[config.mk]
export PLATFORM = sky130hd
export DESIGN_NAME = cco_compare_out
export DESIGN_NICKNAME = d
export VERILOG_FILES = /design/src/logic/cco_compare_out.v
export VERILOG_INCLUDE_DIRS = /design/src /design/src/logic
export SDC_FILE = /design/constraint.sdc
export NUM_CORES = 1
export LEC_CHECK = 0
export BUFFER_PORTS_ARGS = -buffer_cell sky130_fd_sc_hd__buf_4
export CORE_MARGIN = 3
export CORE_UTILIZATION = 60
export DETAILED_ROUTE_END_ITERATION = 10
export MAX_ROUTING_LAYER = met4
export PLACE_DENSITY = 0.86
export SLEW_MARGIN = 20
export SYNTH_ARGS = -nofsm -noshare
export SYNTH_HDL_FRONTEND = slang
export SYNTH_SLANG_ARGS = --single-unit
[constraint.sdc]
create_clock -name CORE_CLK -period 6.28 [get_ports CORE_CLK]
set_clock_uncertainty 0.1 [all_clocks]
set_input_delay 1.256 -clock CORE_CLK [delete_from_list [all_inputs] [get_ports CORE_CLK]]
set_output_delay 1.256 -clock CORE_CLK [all_outputs]
set_load 0.01 [all_outputs]
[src/logic/cco_map.vh]
// Address map, field positions and reset values of the compare output stage.
// Included by the compare output design file, its checker and its bench.
`ifndef CCO_MAP_VH
`define CCO_MAP_VH

// ****************************************
// Register byte offsets
// ****************************************
`define CCO_OFS_CTRL 12'h000
`define CCO_OFS_STATUS 12'h004
`define CCO_OFS_CMP1 12'h008
`define CCO_OFS_CMP2 12'h00C
`define CCO_OFS_PRESET 12'h010
`define CCO_OFS_COUNT 12'h014
`define CCO_ADDR_W 12

// ****************************************
// Control register fields
// ****************************************
`define CCO_CTRL_RST1 0
`define CCO_CTRL_RST2 1
`define CCO_CTRL_OUT_EN 2
`define CCO_CTRL_PRESET_ON_MATCH 3
`define CCO_CTRL_DET_CLR 4
`define CCO_CTRL_W 4
`define CCO_CTRL_RESET 4'h0

// ****************************************
// Status register fields
// ****************************************
`define CCO_ST_GREATER1 0
`define CCO_ST_MATCH1 1
`define CCO_ST_SMALLER1 2
`define CCO_ST_GREATER2 3
`define CCO_ST_MATCH2 4
`define CCO_ST_SMALLER2 5
`define CCO_ST_EXT_DET 6
`define CCO_ST_W 7

// ****************************************
// Data reset values
// ****************************************
`define CCO_CMP_RESET 32'h0000_0000
`define CCO_PRESET_RESET 32'h0000_0000
`define CCO_ZERO32 32'h0000_0000

`endif

[src/logic/cco_compare_out.v]
// Coincidence output stage of one counter channel: two compare units,
// their flags and output signals, and the preset-on-match request.
// Assumes the count arrives synchronous to CORE_CLK from the counting
// engine, which performs the load when PRESET_LOAD pulses.
//
// Operation
// - Two independent compare units per channel
// - Compare point write stores signed value
// - Smaller flag while count below point
// - Smaller flag drops when count reaches point
// - Greater flag while count above point
// - Equal count sets match flag and output
// - Reset command holds match flag off
// - Releasing reset on equal count sets again
// - One enable gates both MATCH_OUT outputs; MATCH_EVENT is not gated
// - Match flags ignore the output enable
// - Events only on match flag rising edge
// - Greater/smaller never overlap a new match
// - Option loads preset on match 1 rise
// - Unit 2 never loads preset
// - Newest preset value used on load
// - Uncleared match 1 gives no reload
// - Phase Z detected flag blocks all loads
//
// Added by the designer: register access over APB and the address map.
`include "cco_map.vh"

module cco_compare_out #(
	parameter CW = 32
) (
	input wire CORE_CLK,
	input wire RESETN,
	// APB slave
	input wire PSEL,
	input wire PENABLE,
	input wire PWRITE,
	input wire [`CCO_ADDR_W-1:0] PADDR,
	input wire [31:0] PWDATA,
	output reg [31:0] PRDATA,
	output wire PREADY,
	output wire PSLVERR,
	// Counting engine side
	input wire [CW-1:0] CUR_COUNT,
	input wire EXT_PRESET_DETECTED,
	output reg EXT_PRESET_DETECT_CLEAR,
	output reg PRESET_LOAD,
	output reg [CW-1:0] PRESET_VALUE,
	// Coincidence outputs
	output reg [1:0] MATCH_OUT,
	output reg [1:0] MATCH_EVENT
);

	// ****************************************
	// Bus decode
	// ****************************************
	wire bus_access;
	wire bus_wr;
	wire bus_rd;
	wire sel_ctrl;
	wire sel_status;
	wire sel_cmp1;
	wire sel_cmp2;
	wire sel_preset;
	wire sel_count;
	wire addr_ok;

	assign bus_access = PSEL & PENABLE;
	assign bus_wr = bus_access & PWRITE;
	assign bus_rd = bus_access & ~PWRITE;
	assign sel_ctrl = (PADDR == `CCO_OFS_CTRL);
	assign sel_status = (PADDR == `CCO_OFS_STATUS);
	assign sel_cmp1 = (PADDR == `CCO_OFS_CMP1);
	assign sel_cmp2 = (PADDR == `CCO_OFS_CMP2);
	assign sel_preset = (PADDR == `CCO_OFS_PRESET);
	assign sel_count = (PADDR == `CCO_OFS_COUNT);
	assign addr_ok = sel_ctrl | sel_status | sel_cmp1 | sel_cmp2 | sel_preset | sel_count;

	// Zero wait states; unmapped addresses and writes to read-only targets answer with an error
	wire bad_addr;
	wire ro_write;
	assign PREADY = 1'b1;
	assign bad_addr = ~addr_ok;
	assign ro_write = PWRITE & (sel_status | sel_count);
	assign PSLVERR = bus_access & (bad_addr | ro_write);

	// ****************************************
	// Control register
	// ****************************************
	reg rst_cmd_1_q;
	reg rst_cmd_2_q;
	reg out_enable_q;
	reg preset_on_match_q;
	wire ctrl_wr;
	wire [`CCO_CTRL_W-1:0] ctrl_q;
	wire rst_cmd_1;
	wire rst_cmd_2;
	wire out_enable;
	wire preset_on_match;

	localparam [`CCO_CTRL_W-1:0] CTRL_RESET = `CCO_CTRL_RESET;

	assign ctrl_wr = bus_wr & sel_ctrl;

	// One flop per command bit keeps each field's reset and write visible
	always @(posedge CORE_CLK or negedge RESETN) begin
		if (!RESETN) begin
			rst_cmd_1_q <= CTRL_RESET[`CCO_CTRL_RST1];
		end else if (ctrl_wr) begin
			rst_cmd_1_q <= PWDATA[`CCO_CTRL_RST1];
		end
	end

	always @(posedge CORE_CLK or negedge RESETN) begin
		if (!RESETN) begin
			rst_cmd_2_q <= CTRL_RESET[`CCO_CTRL_RST2];
		end else if (ctrl_wr) begin
			rst_cmd_2_q <= PWDATA[`CCO_CTRL_RST2];
		end
	end

	always @(posedge CORE_CLK or negedge RESETN) begin
		if (!RESETN) begin
			out_enable_q <= CTRL_RESET[`CCO_CTRL_OUT_EN];
		end else if (ctrl_wr) begin
			out_enable_q <= PWDATA[`CCO_CTRL_OUT_EN];
		end
	end

	always @(posedge CORE_CLK or negedge RESETN) begin
		if (!RESETN) begin
			preset_on_match_q <= CTRL_RESET[`CCO_CTRL_PRESET_ON_MATCH];
		end else if (ctrl_wr) begin
			preset_on_match_q <= PWDATA[`CCO_CTRL_PRESET_ON_MATCH];
		end
	end

	assign rst_cmd_1 = rst_cmd_1_q;
	assign rst_cmd_2 = rst_cmd_2_q;
	assign out_enable = out_enable_q;
	assign preset_on_match = preset_on_match_q;
	assign ctrl_q[`CCO_CTRL_RST1] = rst_cmd_1_q;
	assign ctrl_q[`CCO_CTRL_RST2] = rst_cmd_2_q;
	assign ctrl_q[`CCO_CTRL_OUT_EN] = out_enable_q;
	assign ctrl_q[`CCO_CTRL_PRESET_ON_MATCH] = preset_on_match_q;

	// Detect-clear is a write-one pulse handed to the phase Z logic
	always @(posedge CORE_CLK or negedge RESETN) begin
		if (!RESETN) begin
			EXT_PRESET_DETECT_CLEAR <= 1'b0;
		end else begin
			EXT_PRESET_DETECT_CLEAR <= bus_wr & sel_ctrl & PWDATA[`CCO_CTRL_DET_CLR];
		end
	end

	// ****************************************
	// Preset value register
	// ****************************************
	wire preset_wr;

	assign preset_wr = bus_wr & sel_preset;

	always @(posedge CORE_CLK or negedge RESETN) begin
		if (!RESETN) begin
			PRESET_VALUE <= `CCO_PRESET_RESET;
		end else if (preset_wr) begin
			PRESET_VALUE <= PWDATA[CW-1:0];
		end
	end

	// ****************************************
	// Compare units
	// ****************************************
	wire [1:0] unit_sel;
	wire [1:0] unit_rst;
	wire [1:0] greater_flag;
	wire [1:0] match_flag;
	wire [1:0] smaller_flag;
	wire [1:0] match_rise;
	wire [2*CW-1:0] cmp_point;

	assign unit_sel = {sel_cmp2, sel_cmp1};
	assign unit_rst = {rst_cmd_2, rst_cmd_1};

	genvar u;
	generate
		for (u = 0; u < 2; u = u + 1) begin : g_unit
			reg [CW-1:0] cmp_q;
			reg greater_q;
			reg smaller_q;
			reg match_q;
			wire cmp_wr;
			wire count_eq;
			wire count_gt;
			wire count_lt;
			wire greater_d;
			wire smaller_d;
			wire match_d;
			wire out_d;
			wire event_d;

			// Compare point write
			assign cmp_wr = bus_wr & unit_sel[u];

			always @(posedge CORE_CLK or negedge RESETN) begin
				if (!RESETN) begin
					cmp_q <= `CCO_CMP_RESET;
				end else if (cmp_wr) begin
					cmp_q <= PWDATA[CW-1:0];
				end
			end

			// Signed comparison of count and point
			assign count_eq = (CUR_COUNT == cmp_q);
			assign count_gt = ($signed(CUR_COUNT) > $signed(cmp_q));
			assign count_lt = ($signed(CUR_COUNT) < $signed(cmp_q));
			assign greater_d = count_gt;
			assign smaller_d = count_lt;

			// Match latches until its reset command, so a held flag cannot re-trigger
			assign match_d = ~unit_rst[u] & (count_eq | match_q);
			assign out_d = match_d & out_enable;
			assign event_d = match_d & ~match_q;

			// Flags settle together, so a new match never sees a stale neighbour
			always @(posedge CORE_CLK or negedge RESETN) begin
				if (!RESETN) begin
					greater_q <= 1'b0;
				end else begin
					greater_q <= greater_d;
				end
			end

			always @(posedge CORE_CLK or negedge RESETN) begin
				if (!RESETN) begin
					smaller_q <= 1'b0;
				end else begin
					smaller_q <= smaller_d;
				end
			end

			always @(posedge CORE_CLK or negedge RESETN) begin
				if (!RESETN) begin
					match_q <= 1'b0;
				end else begin
					match_q <= match_d;
				end
			end

			always @(posedge CORE_CLK or negedge RESETN) begin
				if (!RESETN) begin
					MATCH_OUT[u] <= 1'b0;
				end else begin
					MATCH_OUT[u] <= out_d;
				end
			end

			always @(posedge CORE_CLK or negedge RESETN) begin
				if (!RESETN) begin
					MATCH_EVENT[u] <= 1'b0;
				end else begin
					MATCH_EVENT[u] <= event_d;
				end
			end

			assign match_rise[u] = event_d;
			assign greater_flag[u] = greater_q;
			assign smaller_flag[u] = smaller_q;
			assign match_flag[u] = match_q;
			assign cmp_point[u*CW +: CW] = cmp_q;
		end
	endgenerate

	// ****************************************
	// Preset on match
	// ****************************************
	wire load_req;

	assign load_req = preset_on_match & match_rise[0] & ~EXT_PRESET_DETECTED;

	// Only unit 1 feeds the load; a held match gives no new rising edge
	always @(posedge CORE_CLK or negedge RESETN) begin
		if (!RESETN) begin
			PRESET_LOAD <= 1'b0;
		end else begin
			PRESET_LOAD <= load_req;
		end
	end

	// ****************************************
	// Read data
	// ****************************************
	wire [`CCO_ST_W-1:0] status;
	wire [CW-1:0] cmp1_word;
	wire [CW-1:0] cmp2_word;
	wire rd_setup;
	reg [31:0] rd_word;

	assign cmp1_word = cmp_point[CW-1:0];
	assign cmp2_word = cmp_point[2*CW-1:CW];
	assign rd_setup = PSEL & ~PENABLE & ~PWRITE;

	assign status[`CCO_ST_GREATER1] = greater_flag[0];
	assign status[`CCO_ST_MATCH1] = match_flag[0];
	assign status[`CCO_ST_SMALLER1] = smaller_flag[0];
	assign status[`CCO_ST_GREATER2] = greater_flag[1];
	assign status[`CCO_ST_MATCH2] = match_flag[1];
	assign status[`CCO_ST_SMALLER2] = smaller_flag[1];
	assign status[`CCO_ST_EXT_DET] = EXT_PRESET_DETECTED;

	// Read mux; detect-clear is write-only and reads back as zero
	always @* begin
		rd_word = `CCO_ZERO32;
		case (PADDR)
			`CCO_OFS_CTRL: begin
				rd_word[`CCO_CTRL_W-1:0] = ctrl_q;
			end
			`CCO_OFS_STATUS: begin
				rd_word[`CCO_ST_W-1:0] = status;
			end
			`CCO_OFS_CMP1: begin
				rd_word[CW-1:0] = cmp1_word;
			end
			`CCO_OFS_CMP2: begin
				rd_word[CW-1:0] = cmp2_word;
			end
			`CCO_OFS_PRESET: begin
				rd_word[CW-1:0] = PRESET_VALUE;
			end
			`CCO_OFS_COUNT: begin
				rd_word[CW-1:0] = CUR_COUNT;
			end
			default: begin
				rd_word = `CCO_ZERO32;
			end
		endcase
	end

	// Captured at setup so the access phase sees a steady word
	always @(posedge CORE_CLK or negedge RESETN) begin
		if (!RESETN) begin
			PRDATA <= `CCO_ZERO32;
		end else if (rd_setup) begin
			PRDATA <= rd_word;
		end
	end

	// bus_rd kept for clarity of decode; read data is latched in setup
	wire unused_rd;
	assign unused_rd = bus_rd;

endmodule // cco_compare_out

==> results of run 1 <==
==> worst max path at each step <==
| stage | startpoint | endpoint | slack (ps) | depth (start not counted) |
|---|---|---|---|---|
| CTS | PADDR[7] | PSLVERR | 2540 | 6 |
| global placement | PADDR[7] | cmp1_word[0] | 2200 | 8 |
| floorplan | PADDR[1] | PSLVERR | 2850 | 4 |
| detailed placement | PADDR[7] | cmp1_word[0] | 2130 | 8 |
| finish | PADDR[7] | cmp1_word[0] | 2490 | 8 |
| global route | PADDR[7] | cmp1_word[0] | 2330 | 8 |
==> Yosys cell counts (2+ instances only) <==
cell type,instances,share of area
nand3_1,5,0.0033
a222oi_1,32,0.042
nor4_1,3,0.0025
buf_4,4,0.0039
inv_1,69,0.034
nand4_1,13,0.011
a31oi_1,5,0.0041
nor3_1,4,0.0026
a21oi_1,57,0.037
ha_1,64,0.10
nor2_1,14,0.0069
xnor2_1,2,0.0023
nor4_4,4,0.011
nand2b_1,4,0.0033
a22oi_1,3,0.0029
mux2_1,41,0.060
mux2_2,28,0.041
nor2b_1,4,0.0033
nor4_2,3,0.0049
buf_2,12,0.0079
o21ai_0,42,0.028
mux2i_1,2,0.0026
inv_2,2,0.00098
dfrtp_1,144,0.47
a221oi_1,7,0.0080
clkbuf_1,20,0.0098
a21o_1,30,0.029
nand2_1,82,0.040
and4_1,2,0.0023
and2_1,3,0.0025
==> worst reg2reg max path, stage by stage, from the launching register on <==
cell and delay [ps]:
dfrtp_1 370, inv_1 60, ha_1 320, and4_1 220
nor4b_1 430, nor3b_1 610, a21oi_1 210, nor2_1 240
and2_1 160
==> cell families after synthesis <==
kind of cell | after synthesis | synth area share
AO/OA/AOI/OAI | 182 | 0.159
XOR/XNOR | 2 | 0.00229
adder cells (fa/ha/maj) | 64 | 0.105
buffers and inverters | 108 | 0.0570
flip-flops | 144 | 0.472
multiplexers | 71 | 0.104
other | 1 | 0.000491
AND/OR/NAND/NOR | 146 | 0.0999
==> per-stage QoR <==
step / cells / total power [W] / cell area (µm²) / hold slack (ps)
after floorplan: 718 / 0.00101 / 7640 / 332
after global placement: 1008 / 0.00110 / 8900 / 363
after detailed placement: 1008 / 0.00111 / 8900 / 367
after CTS: 1038 / 0.00202 / 9430 / 379
after global routing: 1038 / 0.00208 / 9430 / 392
final: 1038 / 0.00202 / 9430 / 374
==> registers in the layout, summed over array words and instances, names as in the netlist <==
register                 count
PRDATA                      32
PRESET_VALUE                32
cmp1_word                   32
cmp2_word                   32
MATCH_EVENT                  2
MATCH_OUT                    2
g_unit.greater_q             2
g_unit.match_q               2
g_unit.smaller_q             2
EXT_PRESET_DETECT_CLEAR      1
PRESET_LOAD                  1
out_enable                   1
preset_on_match              1
rst_cmd_1                    1
rst_cmd_2                    1
==> layer usage <==
layer | part of all wire | vias to the layer above | global-route usage
li1 | - | 2880 | -
met3 | 0.080 | 57 | 0.0546
met5 | 0 | - | -
met4 | 0.027 | 0 | 0.136
met2 | 0.50 | 335 | 0.503
met1 | 0.39 | 3169 | 0.373
==> power by group <==
group | leakage, nW | switching, W | internal [W] | total (W)
sequential | 1.83 | 0.00000502 | 0.000937 | 0.000942
combinational | 2.80 | 0.0000881 | 0.0000674 | 0.000156
clock | 0.262 | 0.000366 | 0.000556 | 0.000922
==> cell type report <==
| type | instances | share of cell area |
|---|---|---|
| flip-flops and latches | 144 | 0.382 |
| multi-input cells | 466 | 0.384 |
| clock buffers | 23 | 0.0496 |
| inverters | 71 | 0.0283 |
| well taps | 168 | 0.0223 |
| clock inverters | 7 | 0.00663 |
| repair buffers | 159 | 0.127 |
==> summary.txt, run 1 <==
Via density per instance: 6.21
Part of the cycle the worst path needs: 0.604
Residual overflow from global routing: 0
Port-buffer cells: 152
Average instance area after synthesis: 10.6 µm²
Initial antenna violation count: 0
Clock tree from TritonCTS: done
Worst R2R End: MATCH_OUT[1]
Least-Margin Pin Slew: 1090 ps
Max-cap violation count: 0
Endpoint of the worst hold-timing path: PRDATA[8]
Antenna-violating nets left: 0
Cell variety after synth: 43
Maximum clock frequency: 0.264 GHz
IO Count: 154
Hold Crit Start: PRDATA[8]
Pre-antenna DRT Iters: 9
Total via count in the routed design: 6441
Half-perimeter wire length after detailed placement: 14.3 mm
Pin count of the biggest net entering global routing: 91
TritonCTS buffer count: 17
Total inserted antenna cells: 0
Sequential cell area in the final layout: 3600 µm²
Hold buffer count at cts: 0
Critical path's most frequent cell: buf_4
Clock-pin slew on the worst setup and hold paths: 60 ps
Leak pwr: 4.88 nW
Sum of negative setup slack: 0 ps
CP max stage cell: nor2b_4
Register bit total from synthesis: 144
Count of flip-flops with a built-in enable after synthesis: 0
Share of final-layout standard cells stronger than drive strength 1: 0.261
Final critical-path required period: 3790 ps
Signal arrival time at the worst endpoint: 4010 ps
Routed wire length per instance: 20.0 µm
Fraction of the yosys area taken by sequential cells: 0.472
Most common cell after layout, fill and taps aside: buf_4
Cell depth of the worst flop-to-flop path: 8
Sink Count: 144
Kind of cell with the highest combined delay on the critical path: simple AND/OR/NAND/NOR gates
Worst hold path depth: 1
Register-to-register path setup slack: 3510 ps
DR DRC count: 0
Post-synthesis instance total: 718
Number of buffer and inverter instances along the worst setup path: 3
Crit path max fanout: 33
Class of the most critical hold timing path: reg2reg
Sum of routed wire length over all layers: 20.8 mm
Vias in the first global route: 6709
Die span in x: 119 µm
Fraction of registers with async set/reset: 1.00
P&R area growth vs syn: 23.5%
Synthesized cell area: 7640 µm²
Vertical extent of the die: 119 µm
Max-slew violations: 0
Total nets after synthesis: 864
Most used flip-flop cell after synthesis: dfrtp_1
Total GRT Usage: 0.306
Critical Path RT: 6490 ps
Number of levels the H-tree was split into: 4
Full die area: 14100 µm²
Kind of start point of the critical path: input port
Final core occ: 0.772
Run status: completed
NumNets Final: 1005
CP cell instances: buf_4 -> nor4_4 -> nand3_4 -> nor4_4 -> buf_4 -> nor2b_4 -> buf_4 -> mux2_2
Initial core utilization: 0.625
Setup slack after layout: 2490 ps
Maximum buffer depth of the clock tree: 2
Longest individual stage delay on the worst path: 650 ps
Number of filler instances in the final layout: 799
Final estimated routing congestion in global placement: 0.870
Post-cts gate resize count: 0
Cell at the root of the clock tree: clkbuf_16
Final Hold Viols: 0
Area inside the core boundary: 12200 µm²
Placement row count: 40
Power per standard cell area: 214 nW/µm²
Number of buffers inserted to repair setup after CTS: 0
Startpoint of the worst register-to-register path: cmp2_word[26]
Clk Latency, worst-skew pair: 430 ps
Area occupied by multi-input gates: 3620 µm²
Worst vdd ir: 0.207 mV
Iteration-0 DRC Markers: 794
Category of the most critical setup path: in2reg
Pre-CTS worst setup slack: 2130 ps
Global-route wire length before repair: 33.7 mm
Yosys warning total: 0
Highest-count cells in the layout ignoring fill and taps: buf_4, dfrtp_1, nand2_1, inv_1, ha_1
Nature of the critical path endpoint: register
# setup viols final: 0
Unrepaired setup endpoints after global routing: no
Rel. slew slack: 0.271
Note: power is estimated with default switching activity, not from simulation.
==> run 2, diff against run 1 <==
--- a/config.mk
+++ b/config.mk
@@ -8,10 +8,10 @@
 export LEC_CHECK = 0
 export BUFFER_PORTS_ARGS = -buffer_cell sky130_fd_sc_hd__buf_4
 export CORE_MARGIN = 3
-export CORE_UTILIZATION = 60
+export CORE_UTILIZATION = 56
 export DETAILED_ROUTE_END_ITERATION = 10
 export MAX_ROUTING_LAYER = met4
-export PLACE_DENSITY = 0.86
+export PLACE_DENSITY = 0.81
 export SLEW_MARGIN = 20
 export SYNTH_ARGS = -nofsm -noshare
 export SYNTH_HDL_FRONTEND = slang
==> constraint.sdc (replaced) <==
create_clock -name CORE_CLK -period 3.9 [get_ports CORE_CLK]
set_clock_uncertainty 0.1 [all_clocks]
set_input_delay 0.78 -clock CORE_CLK [delete_from_list [all_inputs] [get_ports CORE_CLK]]
set_output_delay 0.78 -clock CORE_CLK [all_outputs]
set_load 0.01 [all_outputs]
==> run 2 against run 1 <==
Compared with the run above: register-to-register slack got worse by 2400 ps; sequential share of layout area decreased by 0.66 points; largest power group is now the clock network; critical path type unchanged; final area increased by 1.8%; worst hold slack got worse by 87 ps; critical endpoint is now g_unit[1].greater_q; utilization decreased by 5.0 points; critical path depth decreased by 1.
==> summary.txt, run 2 (same netlist as run 1, synthesis figures left out) <==
Part of the cycle the worst path needs: 0.723
Vias in the first global route: 6782
DR DRC count: 0
Least-Margin Pin Slew: 1030 ps
Hold buffer count at cts: 0
Total via count in the routed design: 6449
Non-filler cells in the finished layout: 1051
Residual overflow from global routing: 0
NumNets Final: 1009
Category of the most critical setup path: in2reg
Full die area: 15100 µm²
Run status: completed
Final critical-path required period: 2820 ps
Clk Latency, worst-skew pair: 430 ps
Vertical extent of the die: 123 µm
Cell at the root of the clock tree: clkbuf_16
Final Hold Viols: 0
Worst vdd ir: 0.300 mV
Signal arrival time at the worst endpoint: 3030 ps
Rel. slew slack: 0.312
Tot Pwr: 0.00355 W
Clock tree from TritonCTS: done
Leak pwr: 4.96 nW
Pin count of the biggest net entering global routing: 80
Power per standard cell area: 370 nW/µm²
Number of buffers inserted to repair setup after CTS: 0
P&R area growth vs syn: 25.7%
# setup viols final: 0
Half-perimeter wire length after detailed placement: 14.7 mm
Routed wire length per instance: 20.6 µm
Global-route wire length before repair: 34.4 mm
Nature of the critical path endpoint: register
Highest-count cells in the layout ignoring fill and taps: buf_4, dfrtp_1, nand2_1, inv_1, ha_1
Pre-antenna DRT Iters: 6
Clock-pin slew on the worst setup and hold paths: 60 ps
Most common cell after layout, fill and taps aside: buf_4
Initial core utilization: 0.574
Initial antenna violation count: 0
Total inserted antenna cells: 0
Class of the most critical hold timing path: in2async
Crit path max fanout: 4
Area inside the core boundary: 13300 µm²
Max-slew violations: 0
Die span in x: 123 µm
Number of levels the H-tree was split into: 4
Number of filler instances in the final layout: 923
Dpl cells: 1020
Port-buffer cells: 152
Final core occ: 0.722
Final estimated routing congestion in global placement: 0.942
Antenna-violating nets left: 0
Placement row count: 42
Sink Count: 144
Kind of start point of the critical path: input port
Sum of routed wire length over all layers: 21.7 mm
Sum of negative setup slack: 0 ps
Iteration-0 DRC Markers: 719
Maximum buffer depth of the clock tree: 2
Post-cts gate resize count: 0
Critical Path RT: 4110 ps
Total GRT Usage: 0.305
Via density per instance: 6.14
Final-layout worst hold slack: 288 ps
IO Count: 154
Share of final-layout standard cells stronger than drive strength 1: 0.270
TritonCTS buffer count: 17
Unrepaired setup endpoints after global routing: no
Maximum clock frequency: 0.355 GHz
Max-cap violation count: 0
run 2: cell count changes in the layout (fill, tap and decap cells not counted), sizes merged:
cell    change
buf         +4
bufinv      +4
clkbuf      -3
run 2: worst paths after layout:
check / startpoint / end / slack (ps) / depth (start not counted)
max: CUR_COUNT[31] / g_unit[1].greater_q / 1080 / 7
min: RESETN / rst_cmd_2 / 290 / 1
max reg2reg: cmp2_word[26] / g_unit[1].greater_q / 1150 / 7
min reg2reg: PRDATA[16] / PRDATA[16] / 380 / 1
max in group asynchronous: RESETN / cmp1_word[16] / 2610 / 2
min in group CORE_CLK: PRDATA[16] / PRDATA[16] / 380 / 1
run 2: metrics by stage:
step | setup slack (ps) | cell area, µm²
2_1_floorplan | 1210 | 7640
3_3_place_gp | 704 | 8950
3_5_place_dp | 712 | 8950
4_1_cts | 1070 | 9600
5_1_grt | 981 | 9600
6_report | 1080 | 9600
run 2: layer usage:
layer  vias up  track usage  wire, µm  share of wire
li1       2893            -         -              -
met1      3186        0.362      8270           0.38
met2       314        0.498     11000           0.51
met3        56       0.0558      1720          0.079
met4         0        0.153       680          0.031
met5         -            -         0              0
run 2: area by class of cell:
class,count,area (µm²),area share
clock buffer,20,457,0.0476
clock inverter,11,186,0.0194
inverter,71,267,0.0278
multi-input combinational,466,3630,0.378
sequential,144,3600,0.375
tap,176,220,0.0229
timing repair buffer,163,1240,0.129
run 2: worst max-delay path, cell delays in order:
cell     delay (ps)
buf_4           120
ha_1            360
nand4_1         150
nor4b_1         450
nor3b_1         620
a21oi_1         220
mux2_2          320
run 2: power breakdown:
part,switching [W],internal [W],total [W],leakage (nW)
logic,0.000142,0.000110,0.000252,2.82
clock network,0.000623,0.00116,0.00178,0.316
registers,0.00000798,0.00151,0.00152,1.83
total,0.000774,0.00278,0.00355,4.96
